### src/inc/updown_timer_map.vh
`ifndef UPDOWN_TIMER_MAP_VH
`define UPDOWN_TIMER_MAP_VH

// special function register addresses
`define ADDR_TIMER_CONTROL   8'hc8
`define ADDR_TIMER_CONFIG    8'hc9
`define ADDR_RELOAD_LOW      8'hca
`define ADDR_RELOAD_HIGH     8'hcb
`define ADDR_COUNT_LOW       8'hcc
`define ADDR_COUNT_HIGH      8'hcd

// control register fields
`define CTL_CAPTURE_RELOAD   0
`define CTL_COUNTER_SELECT   1
`define CTL_RUN              2
`define CTL_MASK             8'h07

// configuration register fields
`define CFG_DECREMENT_ENABLE 0
`define CFG_TOGGLE_OE        1
`define CFG_TOGGLE_STATE     2
`define CFG_CLOCK_MODE_LO    3
`define CFG_CLOCK_MODE_HI    4
`define CFG_MASK             8'h1b

// reset values
`define RESET_CONTROL        8'h00
`define RESET_CONFIG         8'h00
`define RESET_BYTE           8'h00

// clock mode codes
`define MODE_DIV12           2'b00
`define MODE_DIV1            2'b01
`define MODE_EXT_DIV8        2'b10
`define MODE_DIV2            2'b11

// prescale counts
`define DIV12_LAST           4'hb
`define EXT_DIV8_LAST        3'h7
`define COUNT_FULL           16'hffff

`endif

### src/rtl/pin_sync.v
`timescale 1ns/1ps

// two-stage synchroniser for asynchronous pin levels
module pin_sync #(
	parameter WIDTH = 3
) (
	input  wire             clock,
	input  wire             srst,
	input  wire [WIDTH-1:0] pin_in,
	output reg  [WIDTH-1:0] pin_sync_out
);

	reg [WIDTH-1:0] stage1_r;  // first stage, read only by second stage

	// two flip-flops per bit, reset to low
	always @(posedge clock) begin
		if (srst) begin
			stage1_r     <= {WIDTH{1'b0}};
			pin_sync_out <= {WIDTH{1'b0}};
		end else begin
			stage1_r     <= pin_in;
			pin_sync_out <= stage1_r;
		end
	end

endmodule

### src/rtl/updown_timer_counter.v
// Operation
// RQ1 - 16-bit count in two software bytes
// RQ2 - counter select picks clock or pin falls
// RQ3 - mode 00 div12, 01 div1, 10 ext/8
// RQ4 - mode 11 selects system clock div2
// RQ5 - decrement enabled: direction pin sets direction
// RQ6 - decrement disabled: always count up
// RQ7 - decrement enabled: direction pin triggers disabled
// RQ8 - output enable drives 50% toggle pin
// RQ9 - toggle state bit reads toggle level
// RQ10 - software sets up square wave registers
// RQ11 - toggle inverts each overflow, count reloads; code reloads only on up wrap, toggles only with output enable
// RQ12 - control picks capture/reload, config toggle; the capture/reload bit is only stored and read back, nothing captures
`timescale 1ns/1ps
`include "updown_timer_map.vh"

module updown_timer_counter (
	input  wire       clock,
	input  wire       srst,
	input  wire [7:0] sfr_addr,
	input  wire       sfr_wr,
	input  wire       sfr_rd,
	input  wire [7:0] sfr_wdata,
	output reg  [7:0] sfr_rdata,
	input  wire       count_pin,
	input  wire       direction_pin,
	input  wire       ext_clock,
	output reg        toggle_pin,
	output reg        toggle_pin_oe,
	output reg        direction_trigger
);

	// register storage
	reg [7:0]  control_r;      // timer control register
	reg [7:0]  config_r;       // timer configuration register
	reg [15:0] reload_r;       // reload value high:low
	reg [15:0] count_r;        // count value high:low
	reg [15:0] count_nxt;
	reg        toggle_r;       // toggle output level
	reg        toggle_nxt;

	// prescalers and edge history
	reg [3:0]  div12_r;        // system clock / 12
	reg        div2_r;         // system clock / 2
	reg [2:0]  ext_div_r;      // external clock / 8
	reg        ext_prev_r;     // last synced external clock
	reg        cnt_prev_r;     // last synced count pin
	reg        dir_prev_r;     // last synced direction pin

	wire [2:0] pins_sync;      // synced ext clock, direction, count
	wire       cnt_s;
	wire       dir_s;
	wire       ext_s;
	reg        tick;           // one count step this cycle
	reg        up;             // count direction this step
	reg        overflow;       // wrap event this step

	// field views
	wire       counter_select       = control_r[`CTL_COUNTER_SELECT];
	wire       timer_run            = control_r[`CTL_RUN];
	wire       decrement_enable     = config_r[`CFG_DECREMENT_ENABLE];
	wire       toggle_output_enable = config_r[`CFG_TOGGLE_OE];
	wire [1:0] clock_mode = {config_r[`CFG_CLOCK_MODE_HI],
	                         config_r[`CFG_CLOCK_MODE_LO]};

	// strobe decode, shared by write paths
	function wr_hit;
		input [7:0] addr;
		input [7:0] target;
		input       wr;
		begin
			wr_hit = wr && (addr == target);
		end
	endfunction

	// all pins pass two flip-flops first
	pin_sync #(
		.WIDTH (3)
	) u_sync (
		.clock        (clock),
		.srst         (srst),
		.pin_in       ({ext_clock, direction_pin, count_pin}),
		.pin_sync_out (pins_sync)
	);

	assign cnt_s = pins_sync[0];
	assign dir_s = pins_sync[1];
	assign ext_s = pins_sync[2];

	// prescalers and edge history run freely
	always @(posedge clock) begin
		if (srst) begin
			div12_r    <= 4'h0;
			div2_r     <= 1'b0;
			ext_div_r  <= 3'h0;
			ext_prev_r <= 1'b0;
			cnt_prev_r <= 1'b0;
			dir_prev_r <= 1'b0;
		end else begin
			if (div12_r == `DIV12_LAST) begin
				div12_r <= 4'h0;
			end else begin
				div12_r <= div12_r + 4'h1;
			end
			div2_r     <= ~div2_r;
			if (ext_s && !ext_prev_r) begin
				ext_div_r <= ext_div_r + 3'h1;
			end
			ext_prev_r <= ext_s;
			cnt_prev_r <= cnt_s;
			dir_prev_r <= dir_s;
		end
	end

	// pick the count step and direction
	always @* begin
		tick = 1'b0;
		if (counter_select) begin
			// falling edge on count pin
			tick = cnt_prev_r && !cnt_s;                      // [RQ2]
		end else begin
			case (clock_mode)                                 // [RQ3]
				`MODE_DIV12:    tick = (div12_r == `DIV12_LAST);
				`MODE_DIV1:     tick = 1'b1;
				`MODE_EXT_DIV8: tick = ext_s && !ext_prev_r &&
				                      (ext_div_r == `EXT_DIV8_LAST);
				`MODE_DIV2:     tick = div2_r;                // [RQ4]
				default:        tick = 1'b0;
			endcase
		end
		tick = tick && timer_run;
		// direction pin only counts when decrement enabled
		up = decrement_enable ? dir_s : 1'b1;                 // [RQ5] [RQ6]
	end

	// next count with reload on overflow, restart from full on underflow
	always @* begin
		count_nxt  = count_r;
		toggle_nxt = toggle_r;
		overflow   = 1'b0;
		if (tick) begin
			if (up) begin
				if (count_r == `COUNT_FULL) begin
					// wrap up: reload from reload value
					count_nxt = reload_r;                 // [RQ11]
					overflow  = 1'b1;
				end else begin
					count_nxt = count_r + 16'h0001;
				end
			end else begin
				if (count_r == reload_r) begin
					// wrap down: restart from full
					count_nxt = `COUNT_FULL;
					overflow  = 1'b1;
				end else begin
					count_nxt = count_r - 16'h0001;
				end
			end
		end
		// toggle level flips on each overflow while output enable set
		if (overflow && toggle_output_enable) begin
			toggle_nxt = ~toggle_r;                           // [RQ11]
		end
	end

	// register writes and count update
	always @(posedge clock) begin
		if (srst) begin
			control_r <= `RESET_CONTROL;
			config_r  <= `RESET_CONFIG;
			reload_r  <= {`RESET_BYTE, `RESET_BYTE};
			count_r   <= {`RESET_BYTE, `RESET_BYTE};
			toggle_r  <= 1'b0;
		end else begin
			count_r  <= count_nxt;
			toggle_r <= toggle_nxt;
			// capture/reload select kept in control register
			if (wr_hit(sfr_addr, `ADDR_TIMER_CONTROL, sfr_wr)) begin
				control_r <= sfr_wdata & `CTL_MASK;           // [RQ12]
			end
			// toggle mode lives in configuration register
			if (wr_hit(sfr_addr, `ADDR_TIMER_CONFIG, sfr_wr)) begin
				config_r <= sfr_wdata & `CFG_MASK;            // [RQ12]
				// writing toggle state forces the output level
				toggle_r <= sfr_wdata[`CFG_TOGGLE_STATE];
			end
			if (wr_hit(sfr_addr, `ADDR_RELOAD_LOW, sfr_wr)) begin
				reload_r[7:0] <= sfr_wdata;                   // [RQ10]
			end
			if (wr_hit(sfr_addr, `ADDR_RELOAD_HIGH, sfr_wr)) begin
				reload_r[15:8] <= sfr_wdata;                  // [RQ10]
			end
			// software byte writes win over counting
			if (wr_hit(sfr_addr, `ADDR_COUNT_LOW, sfr_wr)) begin
				count_r[7:0] <= sfr_wdata;                    // [RQ1]
			end
			if (wr_hit(sfr_addr, `ADDR_COUNT_HIGH, sfr_wr)) begin
				count_r[15:8] <= sfr_wdata;                   // [RQ1]
			end
		end
	end

	// registered read data, one cycle after the read strobe
	always @(posedge clock) begin
		if (srst) begin
			sfr_rdata <= 8'h00;
		end else if (sfr_rd) begin
			case (sfr_addr)
				`ADDR_TIMER_CONTROL: sfr_rdata <= control_r;
				// reserved bits read zero, toggle state live
				`ADDR_TIMER_CONFIG:  sfr_rdata <= {3'h0,
				        config_r[4:3], toggle_r,              // [RQ9]
				        config_r[1:0]};
				`ADDR_RELOAD_LOW:    sfr_rdata <= reload_r[7:0];
				`ADDR_RELOAD_HIGH:   sfr_rdata <= reload_r[15:8];
				`ADDR_COUNT_LOW:     sfr_rdata <= count_r[7:0];  // [RQ1]
				`ADDR_COUNT_HIGH:    sfr_rdata <= count_r[15:8]; // [RQ1]
				default:             sfr_rdata <= 8'h00;
			endcase
		end
	end

	// pin outputs from flip-flops
	always @(posedge clock) begin
		if (srst) begin
			toggle_pin        <= 1'b0;
			toggle_pin_oe     <= 1'b0;
			direction_trigger <= 1'b0;
		end else begin
			// toggle wave only while output enable set
			toggle_pin    <= toggle_nxt & toggle_output_enable; // [RQ8]
			toggle_pin_oe <= toggle_output_enable;               // [RQ8]
			// falling edge trigger suppressed in decrement mode
			direction_trigger <= dir_prev_r && !dir_s &&
			                     !decrement_enable;              // [RQ7]
		end
	end

endmodule

### config.mk
export PLATFORM = sky130hd
export DESIGN_NAME = updown_timer_counter
export DESIGN_NICKNAME = d
export VERILOG_FILES = /design/src/rtl/pin_sync.v /design/src/rtl/updown_timer_counter.v
export VERILOG_INCLUDE_DIRS = /design/src /design/src/inc
export SDC_FILE = /design/constraint.sdc
export NUM_CORES = 1
export LEC_CHECK = 0
export BUFFER_PORTS_ARGS = -buffer_cell sky130_fd_sc_hd__buf_2
export CORE_AREA = 2 2 152 80
export DETAILED_ROUTE_END_ITERATION = 12
export DIE_AREA = 0 0 154 82
export GPL_TIMING_DRIVEN = 0
export PLACE_DENSITY = 0.52
export REMOVE_ABC_BUFFERS = 1
export SYNTH_ARGS = -nofsm -noshare
export SYNTH_HDL_FRONTEND = slang
export SYNTH_SLANG_ARGS = --single-unit
### constraint.sdc
create_clock -name clock -period 3.1 [get_ports clock]
set_clock_uncertainty 0.15 [all_clocks]
set_input_delay 0.62 -clock clock [delete_from_list [all_inputs] [get_ports clock]]
set_output_delay 0.62 -clock clock [all_outputs]
set_load 0.05 [all_outputs]
=== Yosys cells after proc, flatten, opt, wreduce, memory -nomap -nowiden ===
Cells that the tools add are included.

* Multipliers: 0
* Shift operators: 0
* Add/sub/neg operators: 4
* Reduce and logical (&&, ||, !) cells: 21
* Muxes and demuxes: 16
* Equality and inequality tests: 13
* Div/mod/pow operators: 0
* Bitwise logic cells: 3
* Magnitude comparators: 0

{| class="wikitable"
|+ Operators by type and width
! kind !! number
|-
| 16-bit two-way mux || 4
|-
| 8-bit == test (second input constant) || 6
|-
| 8-bit case mux with 6 select lines || 1
|-
| 16-bit by 1-bit adder with 16-bit output (second input constant) || 1
|-
| 16-bit == test || 1
|-
| 16-bit == test (second input constant) || 1
|-
| 8-bit two-way mux || 2
|-
| 16-bit by 1-bit subtractor with 16-bit output (second input constant) || 1
|-
| 1-bit logical AND || 13
|-
| 1-bit two-way mux || 8
|-
| 4-bit by 1-bit adder with 4-bit output (second input constant) || 1
|-
| 2-bit == test (second input constant) || 2
|-
| 4-bit == test (second input constant) || 1
|-
| 1-bit logical NOT || 4
|-
| 1-bit case mux with 4 select lines || 1
|-
| 2-bit nonzero test || 2
|-
| 3-bit by 1-bit adder with 3-bit output (second input constant) || 1
|-
| 3-bit == test (second input constant) || 1
|-
| 2-bit by 1-bit == test with 1-bit output (second input constant) || 1
|-
| 2-bit logical NOT || 1
|-
| 1-bit NOT || 2
|-
| 2-bit OR reduction || 1
|-
| 1-bit bitwise AND || 1
|}

* Bits of input ports: 23
* Output and inout port bits: 11
* Memories kept: 0
* Bits in latches: 0
* Logic and storage cells: 76
* Bits in writable memories: 0
* Flip-flop bits (word level): 68
* Memory bits (read-only): 0

=== Depth between registers and ports, before layout ===
* Word-level depth: 10
* Mapped depth: 9
* Mapped depth without buffers: 8

=== By module ===
From an unflattened synthesis, not the netlist that was laid out.

* Cells, all modules: 453
* Area total of the unflattened synthesis: 3972.6 sq um

{| class="wikitable"
|+ By module, submodules not included
! module !! times used !! cells an instance !! area each (sq um) !! sequential area each (sq um)
|-
| updown_timer_counter || 1 || 441 || 3814.9 || 1241.2
|-
| pin_sync || 1 || 12 || 157.7 || 120.1
|}

=== Worst setup path before layout ===
Ideal clock, no wire load.

* Path kind: in2reg
* From: input sfr_addr[4]
* To: register count_r[2]
* Cell stages on the path: 8
* Path buffers: 2
* Setup slack: 0.762 ns
* Library setup time: 0.134 ns
* Required time: 2.816 ns
* Arrival: 2.055 ns
* Path through: nand4bb_1 -> clkbuf_1 -> nor4_2 -> and2_1 -> buf_2 -> nor2_1 -> nand2_1 -> o22ai_1

* Cells in the longest elaborated chain, start to end: 3
* Elaborated cells on any way between the ends: 4

{| class="wikitable"
|+ Ends and longest elaborated chain
! element !! RTL line !! RTL
|-
| from (decl) || updown_timer_counter.v:20 || <nowiki>input wire [7:0] sfr_addr,</nowiki>
|-
| 8-bit == test (*) || updown_timer_counter.v:72 || <nowiki>wr_hit = wr && (addr == target);</nowiki>
|-
| 1-bit logical AND (*) || updown_timer_counter.v:72 ||
|-
| 8-bit two-way mux or 2-bit nonzero test (tied branches) || -- ||
|-
| to (signal assigned) || updown_timer_counter.v:172 || <nowiki>count_r <= {`RESET_BYTE, `RESET_BYTE};</nowiki>
|-
| to (signal assigned) || updown_timer_counter.v:175 || <nowiki>count_r <= count_nxt;</nowiki>
|-
| to (signal assigned) || updown_timer_counter.v:195 || <nowiki>count_r[7:0] <= sfr_wdata;</nowiki>
|-
| to (decl) || updown_timer_counter.v:37 || <nowiki>reg [15:0] count_r;</nowiki>
|}

Every way passes the cells marked *; elsewhere a longest branch is shown, timed or not.
A chain may end at the register's enable or synchronous reset.

=== Worst setup path after layout ===
* From: input sfr_addr[4]
* To: register count_r[7]

The elaborated chain is that of the path after synthesis.

==> metrics <==
initial antenna violation count=0; post-synth cell types=53; CP Cell Sequence=buf_2, nand4bb_1, nor4_4, and2_1, nor2_1, a22oi_1, o32ai_1; Tot GR Track Use=0.212; Worst-Skew Late Latency=0.34 ns; Final ANT Viol Nets=0; postcts setup bufs=0; register area share after synthesis=0.352; unrepaired setup endpoints after global routing=no; most numerous cell in the Yosys netlist=dfxtp_1; synthesis-stage register bit count=68; Final Non-Filler Cells=647; placed cells=approximately 630; Final #Nets=520; largest net degree at the start of global routing=62; CTS buffer count=9; Slew Limit Headroom=0.187; row cnt=28; gr busiest metal=met1; final instance area=around 0.0044 mm^2; asr flop ratio synth=0; RePlAce Congestion=around 0.93; Final Hold Viols=0; clk sinks=68; Post-Syn Instances=just under 500; Post-synth EDFFs=0; Mapped Area=roughly 0.0039 mm^2; post-synth top area cell=dfxtp_1; worst setup margin=roughly 0.26 ns; hold-fix buffers at CTS=0; Final Max Tran Viols=0; Ant. Diodes=0; fraction of layout cells with a size suffix above 1=0.117; final WL=12700 um; first-pass GRT wire length=20300 um; GR Overflow Total=0; vias=3851; Layout area overhead=13.6%; clock-pin slew on the worst setup and hold paths=~0.060 ns; post-DP HPWL=~9200 um; Starting Density=0.340; met1 usage=0.308; Yosys top cell area share=0.352; Slew @ Worst Pin=1.21 ns; Die Span X=~150 um; Req. time, crit path=about 3.1 ns; Die H=just over 80 um; final design utilization=0.386; Max H-tree Level=3; fmax=352 MHz; DRC Markers=0; Iter 0 DRT Violations=between 300 and 400; LEAKAGE=1.69 nW; Worst VDD drop=~0.26 mV; CP max stage delay=approximately 0.55 ns; Core Box Area=around 0.011 mm^2; critical path class=in2reg; max cap viols=0; min cycle time layout=around 2.8 ns; IO Port Bufs=33; Synth Warn #=0; post-DR vias/cell=5.95; met3 Use GR=0.0639; Hold Path Class=reg2reg; worst-path maximum fanout=11; DP Worst Slack=-0.253 ns; outcome=finished, final reports clean; Critical Path AT=between 2 and 3 ns; I/O pin cnt=34; DIE AREA=between 0.01 and 0.015 mm^2; DRT Pass-1 Iters=5; Worst setup EP type=flip-flop; Final Hold Slack=approximately 0.27 ns; most frequent cells after synthesis=dfxtp_1 (68), nand2_1 (66), a21oi_1 (37); Area contributors post-synth=dfxtp_1 (35%), xor2_1 (7.5%), nand2_1 (6.4%), a21oi_1 (4.8%), nand3_1 (3.9%); period utilisation layout=0.915; Cell Area, Placed=0.00406 mm^2; startpoint types=primary input; syn_area_per_cell=8.02 um^2; vias in the first global route=about 3500; drt wl/cell=about 20 um; Longest Clk Path Bufs=2; CTS tree=yes; P per Cell Area=about 480 mW/mm^2; clk root buf=clkbuf_16; Crit-path slowest cell=nor4_4; met2 Resource Use GR=0.297; Top FF cell, synth=dfxtp_1; Final setup viols=0
## worst paths after layout
kind	startpoint	to	slack, ns	cells after the start
worst min register to register	div2_r	div2_r	0.27	1
worst min-delay path	div2_r	div2_r	0.27	1
worst max-delay path	sfr_addr[4]	count_r[7]	0.26	7
worst max register to register	ext_div_r[0]	count_r[9]	0.26	8
## cells by family after synthesis
family | Yosys count | share of synthesized area
XOR/XNOR | 39 | 0.0882
adder cells (fa/ha/maj) | 5 | 0.0162
AO/OA/AOI/OAI | 118 | 0.204
AND/OR/NAND/NOR | 206 | 0.272
flip-flops | 68 | 0.352
multiplexers | 8 | 0.0207
buffers and inverters | 39 | 0.0478
## area by class of cell
type	instances	area [um^2]
fill	1165	6990
multi-input combinational	376	2350
sequential	68	1360
clock buffer	9	225
tap	150	188
timing repair buffer	33	165
clock inverter	7	98.8
inverter	4	15.0
## cells in the final DEF, fill, tap and decap left out, types with 4 or more instances in the layout
master | Yosys | final
a21oi_1 | 37 | 37
a221oi_1 | 8 | 8
a22o_1 | 9 | 9
a22oi_1 | 10 | 10
a31oi_1 | 8 | 8
and2_1 | 5 | 5
and3_1 | 4 | 4
and4_1 | 4 | 4
buf_2 | 10 | 33
clkbuf_16 | 0 | 9
dfxtp_1 | 68 | 68
ha_1 | 5 | 5
inv_1 | 4 | 4
mux2i_1 | 8 | 8
nand2_1 | 66 | 66
nand2b_1 | 5 | 5
nand3_1 | 30 | 30
nand4_1 | 11 | 11
nor2_1 | 34 | 34
nor2b_1 | 12 | 12
nor3_1 | 13 | 12
nor4_1 | 6 | 6
o211ai_1 | 8 | 8
o21ai_0 | 14 | 14
xnor2_1 | 6 | 6
xor2_1 | 33 | 33
## where the power goes
group | switching, mW | internal (mW)
sequential | 0.00812 | 0.885
combinational | 0.0581 | 0.0281
clock | 0.429 | 0.708
## repair_timing
item	in CTS	in global routing
endpoints found under the setup margin	0	16
gates resized for setup	0	2
endpoints found under the hold margin	0	0
## registers in the layout (all words and copies together) (netlist names)
name	flops
reload_r	16
toggle_pin	1
ext_prev_r	1
toggle_pin_oe	1
config_r	4
u_sync.stage1_r	3
dir_prev_r	1
direction_trigger	1
cnt_prev_r	1
control_r	3
u_sync.pin_sync_out	3
sfr_rdata	8
div12_r	4
count_r	16
div2_r	1
toggle_r	1
ext_div_r	3
## worst max-delay path: cells and delay by family
family	cells	cell delay, ns
AO/OA/AOI/OAI	2	0.32
AND/OR/NAND/NOR	4	1.81
buffers and inverters	1	0.09
## metrics by stage
stage / power [mW] / TNS (ns)
floorplan: 0.941 / 0
global placement: 0.992 / -5.13
detailed placement: 0.996 / -3.40
CTS: 2.13 / 0
global route: 2.18 / 0
finish: 2.12 / 0
## per-layer routing
| layer | up-vias | routed length (um) |
|---|---|---|
| met5 | - | 0 |
| met2 | 210 | 5000 |
| met3 | 15 | 1320 |
| li1 | 1778 | - |
| met1 | 1848 | 6220 |
| met4 | 0 | 140 |
Note: power is estimated with default switching activity, not from simulation.
